### src/rtl/pss_defs.svh
`ifndef PSS_DEFS_SVH
`define PSS_DEFS_SVH

// management register indexes (byte address is four times the index)
`define PSS_IDX_SUMMARY        8'h10
`define PSS_IDX_BASIC_STATUS   8'h01
`define PSS_IDX_AN_EXPANSION   8'h06
`define PSS_IDX_INT_STATUS     8'h12
`define PSS_IDX_FALSE_CARRIER  8'h14
`define PSS_IDX_RX_ERROR       8'h15
`define PSS_IDX_TENBASE_STATUS 8'h1a

// bus-side registers of this block
`define PSS_ADDR_SUMMARY       12'h040
`define PSS_ADDR_SRC_READ      12'h080
`define PSS_ADDR_IRQ_STATUS    12'h084
`define PSS_ADDR_IRQ_MASK      12'h088

// summary bit positions
`define PSS_BIT_CROSSOVER      14
`define PSS_BIT_RX_ERROR       13
`define PSS_BIT_POLARITY       12
`define PSS_BIT_FALSE_CARRIER  11
`define PSS_BIT_SIGNAL_DETECT  10
`define PSS_BIT_DESCR_LOCK     9
`define PSS_BIT_PAGE_RX        8
`define PSS_BIT_INT_PENDING    7
`define PSS_BIT_REMOTE_FAULT   6
`define PSS_BIT_JABBER         5
`define PSS_BIT_AN_DONE        4
`define PSS_BIT_LOOPBACK       3
`define PSS_BIT_DUPLEX         2
`define PSS_BIT_SPEED          1
`define PSS_BIT_LINK           0

// reset values
`define PSS_RESET_SUMMARY      16'h0002
`define PSS_RESET_MASK         16'h0000

`endif

### src/rtl/pss_pkg.sv
package pss_pkg;
	typedef logic [15:0] pss_word_type;
	typedef logic [31:0] pss_bus_type;
	typedef enum logic [1:0] {
		PSS_HTRANS_IDLE   = 2'h0,
		PSS_HTRANS_BUSY   = 2'h1,
		PSS_HTRANS_NONSEQ = 2'h2,
		PSS_HTRANS_SEQ    = 2'h3
	} pss_htrans_type;
endpackage : pss_pkg

### src/rtl/pss_status_summary.sv
// Decided for this implementation: register access over AHB-Lite.
`timescale 1ns/1ps
`default_nettype none
`include "pss_defs.svh"

// Contract
// - bit 14 shows whether the receive and transmit pairs are swapped.
// - bit 13 latches high on a receive error and clears on a read of the receive error counter.
// - bit 12 latches high on inverted polarity and clears only on a read of the 10BASE-T status register.
// - bit 11 latches high on a false carrier and clears on a read of the false carrier counter.
// - bit 10 is the 100BASE-TX signal detect, latched low, not meaningful during low-power idle.
// - bit 9 is the descrambler lock, latched low, not meaningful during low-power idle.
// - bit 8 latches high on page received and clears on a read of the expansion register.
// - bit 7 latches high on a pending interrupt and clears on a read of the interrupt status register.
// - bit 6 sets on remote fault and clears on a read of the basic status register or reset.
// - bit 5 mirrors jabber and is not cleared by reading the summary.
// - bit 4 is one while auto-negotiation is complete.
// - bit 3 is one while interface loopback is enabled.
// - bit 2 is one for full duplex and zero for half duplex.
// - bit 1 is one for 10 Mbps and zero for 100 Mbps and resets to one.
// - bit 0 mirrors the link flag and is not cleared by reading the summary.
module pss_status_summary (
	// clock and reset
	input  wire logic                     clk,
	input  wire logic                     nrst,
	// ahb-lite slave
	input  wire logic                     hsel,
	input  wire logic [11:0]              haddr,
	input  wire pss_pkg::pss_htrans_type  htrans,
	input  wire logic                     hwrite,
	input  wire logic [2:0]               hsize,
	input  wire pss_pkg::pss_bus_type     hwdata,
	input  wire logic                     hready,
	output var  pss_pkg::pss_bus_type     hrdata,
	output logic                          hreadyout,
	output logic                          hresp,
	// phy core status sources (same clock)
	input  wire logic                     crossover,
	input  wire logic                     rx_error_event,
	input  wire logic                     polarity_inverted,
	input  wire logic                     false_carrier_event,
	input  wire logic                     signal_detect,
	input  wire logic                     descrambler_lock,
	input  wire logic                     page_received_event,
	input  wire logic                     interrupt_pending,
	input  wire logic                     remote_fault_event,
	input  wire logic                     jabber,
	input  wire logic                     autoneg_complete,
	input  wire logic                     loopback_enabled,
	input  wire logic                     full_duplex,
	input  wire logic                     speed_10,
	input  wire logic                     link_up,
	// interrupt
	output logic                          irq
);
	import pss_pkg::*;

	// ****************************************
	// bus slave
	// ****************************************

	logic                  ap_valid;
	logic                  dp_read;
	logic                  dp_write;
	logic [11:0]           dp_addr;
	pss_word_type          summary;
	pss_word_type          irq_status;
	pss_word_type          irq_mask;
	pss_word_type          prev_summary;
	logic [7:0]            src_read_idx;
	logic                  src_read_stb;

	assign ap_valid = hsel && hready && (htrans == PSS_HTRANS_NONSEQ || htrans == PSS_HTRANS_SEQ);

	// capture address phase; zero wait states
	always_ff @(posedge clk or negedge nrst) begin
		if (!nrst) begin
			dp_read  <= 1'b0;
			dp_write <= 1'b0;
			dp_addr  <= 12'h000;
		end else begin
			dp_read  <= ap_valid && !hwrite;
			dp_write <= ap_valid && hwrite;
			dp_addr  <= haddr;
		end
	end

	// not ready in reset, ready from the first edge after it, always okay
	always_ff @(posedge clk or negedge nrst) begin
		if (!nrst) begin
			hreadyout <= 1'b0;
			hresp     <= 1'b0;
		end else begin
			hreadyout <= 1'b1;
			hresp     <= 1'b0;
		end
	end

	// read data registered at address phase so it stands in the data phase
	always_ff @(posedge clk or negedge nrst) begin
		if (!nrst) begin
			hrdata <= 32'h00000000;
		end else if (ap_valid && !hwrite) begin
			unique case (haddr)
				`PSS_ADDR_SUMMARY:    hrdata <= {16'h0000, summary};
				`PSS_ADDR_IRQ_STATUS: hrdata <= {16'h0000, irq_status};
				`PSS_ADDR_IRQ_MASK:   hrdata <= {16'h0000, irq_mask};
				default:              hrdata <= 32'h00000000;
			endcase
		end
	end

	// a write to the source-read port reports that management read a source register
	always_ff @(posedge clk or negedge nrst) begin
		if (!nrst) begin
			src_read_stb <= 1'b0;
			src_read_idx <= 8'h00;
		end else begin
			src_read_stb <= dp_write && dp_addr == `PSS_ADDR_SRC_READ;
			src_read_idx <= hwdata[7:0];
		end
	end

	function automatic logic src_read(input logic [7:0] idx);
		src_read = src_read_stb && src_read_idx == idx;
	endfunction : src_read

	// ****************************************
	// summary register
	// ****************************************

	// per-bit flops, one process per bit so every bit has a single driver
	logic                  crossover_q;
	logic                  rx_error_q;
	logic                  polarity_q;
	logic                  false_carrier_q;
	logic                  signal_detect_q;
	logic                  signal_detect_held;
	logic                  next_signal_detect_held;
	logic                  descr_lock_q;
	logic                  descr_lock_held;
	logic                  next_descr_lock_held;
	logic                  page_rx_q;
	logic                  int_pending_q;
	logic                  remote_fault_q;
	logic                  jabber_q;
	logic                  an_done_q;
	logic                  loopback_q;
	logic                  duplex_q;
	logic                  speed_q;
	logic                  link_q;
	logic                  summary_read;

	// summary read seen in its data phase, after the word was captured
	assign summary_read = dp_read && dp_addr == `PSS_ADDR_SUMMARY;

	// set wins over a clear in the same cycle so no event is lost
	function automatic logic latch_high(input logic set, input logic q, input logic clr);
		latch_high = set || (q && !clr);
	endfunction : latch_high

	// hold flag of a latch-low bit: a drop sets it, a summary read with the source up clears it
	function automatic logic latch_low_hold(input logic live, input logic held, input logic rd);
		latch_low_hold = !live || (held && !rd);
	endfunction : latch_low_hold

	always_ff @(posedge clk or negedge nrst) begin
		if (!nrst)
			crossover_q <= 1'b0;
		else
			crossover_q <= crossover;
	end

	// jabber mirror, a summary read leaves it alone
	always_ff @(posedge clk or negedge nrst) begin
		if (!nrst)
			jabber_q <= 1'b0;
		else
			jabber_q <= jabber;
	end

	always_ff @(posedge clk or negedge nrst) begin
		if (!nrst)
			an_done_q <= 1'b0;
		else
			an_done_q <= autoneg_complete;
	end

	always_ff @(posedge clk or negedge nrst) begin
		if (!nrst)
			loopback_q <= 1'b0;
		else
			loopback_q <= loopback_enabled;
	end

	always_ff @(posedge clk or negedge nrst) begin
		if (!nrst)
			duplex_q <= 1'b0;
		else
			duplex_q <= full_duplex;
	end

	always_ff @(posedge clk or negedge nrst) begin
		if (!nrst)
			speed_q <= 1'b1;
		else
			speed_q <= speed_10;
	end

	// link mirror, a summary read leaves it alone
	always_ff @(posedge clk or negedge nrst) begin
		if (!nrst)
			link_q <= 1'b0;
		else
			link_q <= link_up;
	end

	always_ff @(posedge clk or negedge nrst) begin
		if (!nrst)
			rx_error_q <= 1'b0;
		else
			rx_error_q <= latch_high(rx_error_event, rx_error_q, src_read(`PSS_IDX_RX_ERROR));
	end

	// polarity latch, only the source read clears it
	always_ff @(posedge clk or negedge nrst) begin
		if (!nrst)
			polarity_q <= 1'b0;
		else
			polarity_q <= latch_high(polarity_inverted, polarity_q, src_read(`PSS_IDX_TENBASE_STATUS));
	end

	always_ff @(posedge clk or negedge nrst) begin
		if (!nrst)
			false_carrier_q <= 1'b0;
		else
			false_carrier_q <= latch_high(false_carrier_event, false_carrier_q, src_read(`PSS_IDX_FALSE_CARRIER));
	end

	always_ff @(posedge clk or negedge nrst) begin
		if (!nrst)
			page_rx_q <= 1'b0;
		else
			page_rx_q <= latch_high(page_received_event, page_rx_q, src_read(`PSS_IDX_AN_EXPANSION));
	end

	always_ff @(posedge clk or negedge nrst) begin
		if (!nrst)
			int_pending_q <= 1'b0;
		else
			int_pending_q <= latch_high(interrupt_pending, int_pending_q, src_read(`PSS_IDX_INT_STATUS));
	end

	always_ff @(posedge clk or negedge nrst) begin
		if (!nrst)
			remote_fault_q <= 1'b0;
		else
			remote_fault_q <= latch_high(remote_fault_event, remote_fault_q, src_read(`PSS_IDX_BASIC_STATUS));
	end

	assign next_signal_detect_held = latch_low_hold(signal_detect, signal_detect_held, summary_read);

	// signal detect latch-low; meaningless in low-power idle, software filters it
	always_ff @(posedge clk or negedge nrst) begin
		if (!nrst) begin
			signal_detect_held <= 1'b0;
			signal_detect_q    <= 1'b0;
		end else begin
			signal_detect_held <= next_signal_detect_held;
			signal_detect_q    <= !next_signal_detect_held;
		end
	end

	assign next_descr_lock_held = latch_low_hold(descrambler_lock, descr_lock_held, summary_read);

	// descrambler lock latch-low; a short loss stays visible until read
	always_ff @(posedge clk or negedge nrst) begin
		if (!nrst) begin
			descr_lock_held <= 1'b0;
			descr_lock_q    <= 1'b0;
		end else begin
			descr_lock_held <= next_descr_lock_held;
			descr_lock_q    <= !next_descr_lock_held;
		end
	end

	// reserved zero, no write path reaches any bit
	assign summary = {1'b0, crossover_q, rx_error_q, polarity_q, false_carrier_q, signal_detect_q, descr_lock_q,
		page_rx_q, int_pending_q, remote_fault_q, jabber_q, an_done_q, loopback_q, duplex_q, speed_q, link_q};

	// ****************************************
	// interrupt
	// ****************************************

	// previous summary for change detection
	always_ff @(posedge clk or negedge nrst) begin
		if (!nrst)
			prev_summary <= `PSS_RESET_SUMMARY;
		else
			prev_summary <= summary;
	end

	// sticky change bits; cleared on the edge that captures the read word, so no change slips between
	always_ff @(posedge clk or negedge nrst) begin
		if (!nrst)
			irq_status <= 16'h0000;
		else if (ap_valid && !hwrite && haddr == `PSS_ADDR_IRQ_STATUS)
			irq_status <= summary ^ prev_summary;
		else
			irq_status <= irq_status | (summary ^ prev_summary);
	end

	// mask register, low 16 bits
	always_ff @(posedge clk or negedge nrst) begin
		if (!nrst)
			irq_mask <= `PSS_RESET_MASK;
		else if (dp_write && dp_addr == `PSS_ADDR_IRQ_MASK)
			irq_mask <= hwdata[15:0];
	end

	// level output, one cycle behind status
	always_ff @(posedge clk or negedge nrst) begin
		if (!nrst)
			irq <= 1'b0;
		else
			irq <= |(irq_status & irq_mask);
	end

endmodule : pss_status_summary
`default_nettype wire

### config.mk
export PLATFORM = sky130hd
export DESIGN_NAME = pss_status_summary
export DESIGN_NICKNAME = d
export VERILOG_FILES = /design/src/rtl/pss_pkg.sv /design/src/rtl/pss_status_summary.sv
export VERILOG_INCLUDE_DIRS = /design/src /design/src/rtl
export SDC_FILE = /design/constraint.sdc
export NUM_CORES = 1
export LEC_CHECK = 0
export BUFFER_PORTS_ARGS = -buffer_cell sky130_fd_sc_hd__buf_2
export CAP_MARGIN = 0
export CORE_MARGIN = 2
export CORE_UTILIZATION = 45
export CTS_BUF_LIST = sky130_fd_sc_hd__clkbuf_8
export CTS_CLUSTER_DIAMETER = 100
export CTS_CLUSTER_SIZE = 10
export DETAILED_ROUTE_END_ITERATION = 7
export PLACE_DENSITY = 0.71
export SYNTH_ARGS = -nofsm -noshare
export SYNTH_HDL_FRONTEND = slang
export SYNTH_SLANG_ARGS = --single-unit
### constraint.sdc
create_clock -name clk -period 2.35 [get_ports clk]
set_clock_uncertainty 0.2 [all_clocks]
set_input_delay 0.1175 -clock clk [delete_from_list [all_inputs] [get_ports clk]]
set_output_delay 0.1175 -clock clk [all_outputs]
set_load 0.005 [all_outputs]
==> results.cfg <==
[synthesis]
synth_area_per_cell_um2 = 13.11
yosysWarnings = 0
syn_inst = 308
ys_seq_elements = 104
ys_types = 48
ys_seq_area_frac = 0.6454
synth_area_um2 = 4036

[timing]
setup_tns_ps = 0
setup_violations = 0
min_period_ps = 2072
rsz0062_at_grt = no
hold_violations = 0
drv_slew = 0
post-route-period-util = 0.8815
fmax_mhz = 482.7

[critical_path]
required_ps = 2410
slowest_stage = dfrtp_1
crit_buf_inv = 1
path_class = flop to flop
cp_cell_sequence = nor4_1 > nand3_1 > or3_1 > buf_4 > mux2_4
path_max_fanout = 16
end_kind = flop
path_delay_family = simple AND/OR/NAND/NOR gates
max_stage_delay_ps = 380
critPathLaunchType = flop
crit_arrival_ps = 2130

[drt]
via_per_inst = 5.237
wire_per_inst_um = 16.07
drtPass1Iterations = 4
detail_route.iter0.violations = 134
routed_wirelength_um = 8824
drc = 0
ant_nets = 0
via_count = 2875

[job]
cap_violations = 0

[global_route]
grt_util_all_layers = 0.1903
first_global_vias = 2845
grt_pass1_wl_um = 14410
antenna_found_initial = 0
overflow = 0
grt_max_degree = 48

[floorplanning]
rows = 34
start_util = 0.4628
ios = 104
die_h_um = 98.71
die_x_um = 98.71
die_area_um2 = 9744
core-area_um2 = 8721

[power]
peakVddDrop_v = 0.0004511
p_leak_nw = 2.368
powerDensity_nw_per_um2 = 622.9

[layout]
syn_to_final_growth_pct = 27.77
final_cell_count_no_fill = 549
n_antenna_cell = 0
drive_gt1_frac = 0.2698
design.final.nets = 505

[clock_network]
path_clk_slew_ps = 100
clock_latency_ps = 370
cts_hold_buf = 47
cts_inserted_buffers = 9
cts_max_level = 3
ctsResizeCount = 0
cts_root_buffer = clkbuf_8
clock_sinks = 104
post-cts-setup-buffers = 0
cts_tree = done
clock_path_buffers = 2

[placed_design]
dp_cells = 486
dp_hpwl_um = 5950
gp_congestion = 0.8521
port_buffers = 66

[outcome]
outcome = finished, final reports clean

[hold_path]
hp-class = primary input to flop
==> layout make-up <==
type	instances	area (µm²)
fillers	694	3563
flip-flops and latches	104	2605
multi-input cells	190	1290
repair buffers	125	905.9
clock buffers	11	151.4
well taps	108	135.1
clock inverters	5	47.55
inverters	6	22.52
==> tightest hold or removal path: cells and delay by family <==
| family | cells | cell delay [ps] |
|---|---|---|
| and+or+nand+nor | 1 | 150 |
| buffers and inverters | 2 | 260 |
==> path summary, 6_finish.rpt <==
path	depth (start not counted)	slack, ps	start	endpoint
setup / recovery	5	280	dp_addr[5]	irq_mask[13]
hold / removal	3	20	hsel	dp_read
setup reg to reg	5	280	dp_addr[5]	irq_mask[13]
hold reg to reg	0	190	speed_q	prev_summary[1]
max in group asynchronous	3	1240	nrst	int_pending_q
min in group asynchronous	2	50	nrst	irq_mask[15]
==> cells in the final DEF, fill, tap and decap left out, types with 3 or more instances in the layout <==
| cell | Yosys | layout |
|---|---|---|
| a22o_1 | 4 | 4 |
| conb_1 | 2 | 18 |
| nor3_1 | 3 | 3 |
| buf_2 | 1 | 65 |
| xnor2_1 | 15 | 15 |
| nand4b_1 | 3 | 3 |
| a22oi_1 | 24 | 24 |
| dfrtp_1 | 102 | 102 |
| a221o_1 | 6 | 6 |
| o21ai_0 | 9 | 9 |
| dlygate4sd3_1 | 0 | 47 |
| nor4_1 | 3 | 3 |
| nand4_1 | 5 | 5 |
| nor2_1 | 10 | 10 |
| mux2_2 | 6 | 6 |
| a21oi_1 | 4 | 4 |
| nand2_1 | 36 | 36 |
| buf_4 | 17 | 12 |
| nand2b_1 | 5 | 5 |
| inv_1 | 5 | 5 |
| clkbuf_8 | 0 | 11 |
| mux2_4 | 10 | 10 |
==> Yosys cell counts (all sizes together) <==
| master | number | share of area |
|---|---|---|
| nor3 | 3 | 0.0037 |
| o21ai | 9 | 0.011 |
| nand4b | 3 | 0.0065 |
| nand3 | 1 | 0.0012 |
| xnor2 | 15 | 0.033 |
| a211oi | 2 | 0.0037 |
| and4 | 2 | 0.0043 |
| dfrtp | 102 | 0.63 |
| and3b | 2 | 0.0043 |
| or3 | 2 | 0.0031 |
| a21o | 2 | 0.0037 |
| mux2 | 16 | 0.054 |
| o31ai | 1 | 0.0019 |
| inv | 5 | 0.0047 |
| nor2b | 1 | 0.0016 |
| nor4 | 3 | 0.0047 |
| nor4b | 1 | 0.0022 |
| o41ai | 1 | 0.0022 |
| conb | 2 | 0.0019 |
| nand2 | 36 | 0.033 |
| a221o | 6 | 0.015 |
| a221oi | 1 | 0.0022 |
| a22o | 4 | 0.0087 |
| and3 | 1 | 0.0016 |
| a21oi | 4 | 0.0050 |
| nor2 | 10 | 0.0093 |
| nand3b | 1 | 0.0019 |
| nand4 | 5 | 0.0077 |
| and4bb | 1 | 0.0031 |
| dfstp | 2 | 0.013 |
| clkbuf | 3 | 0.0028 |
| or2 | 1 | 0.0016 |
| clkinv | 1 | 0.00093 |
| nand2b | 5 | 0.0077 |
| nor3b | 2 | 0.0050 |
| a31o | 1 | 0.0022 |
| a22oi | 24 | 0.045 |
| a21bo | 2 | 0.0050 |
| a222oi | 1 | 0.0025 |
| or4 | 1 | 0.0022 |
| a21boi | 2 | 0.0037 |
| buf | 21 | 0.042 |
==> report_power, final <==
group	total [mW]	switching, mW	internal [mW]
registers	1.87	0.0339	1.84
logic	0.249	0.111	0.138
clock network	1.09	0.627	0.462
total	3.21	0.771	2.44
==> cell families after synthesis <==
logic type | after synthesis | synth area share
flip-flops | 104 | 0.6454
XOR/XNOR | 15 | 0.03255
AND/OR/NAND/NOR | 81 | 0.1051
other | 2 | 0.001861
AO/OA/AOI/OAI | 60 | 0.1113
multiplexers | 16 | 0.05393
buffers and inverters | 30 | 0.04990
==> flip-flops by register name (all words and copies together), names as in the netlist, 8 cells and up <==
name,count
irq_status,15
irq_mask,16
src_read_idx,8
prev_summary,15
dp_addr,12
hrdata,16
==> metrics by stage <==
step	hold slack, ps	instance area [µm²]	worst slack [ps]	total power [mW]	utilization
after floorplan	-378.1	4096	382.6	1.998	-
after global placement	-93.77	4488	308.9	2.094	0.5146
after detailed placement	-85.37	4488	270.9	2.101	0.5146
after CTS	9.595	5157	251.7	3.249	0.5914
after global routing	59.73	5157	138.5	3.342	0.5914
final	17.17	5157	278.5	3.212	0.5914
==> metal layers <==
layer  part of all wire  vias up  GRT usage  routed length (µm)
li1                   -     1322          -                   -
met2               0.49      113     0.3046                4293
met4              0.012        0    0.03583                 102
met1               0.44     1429     0.2640                3907
met5                  0        -          0                   0
met3              0.059       11    0.05603                 520
Note: power is estimated with default switching activity, not from simulation.
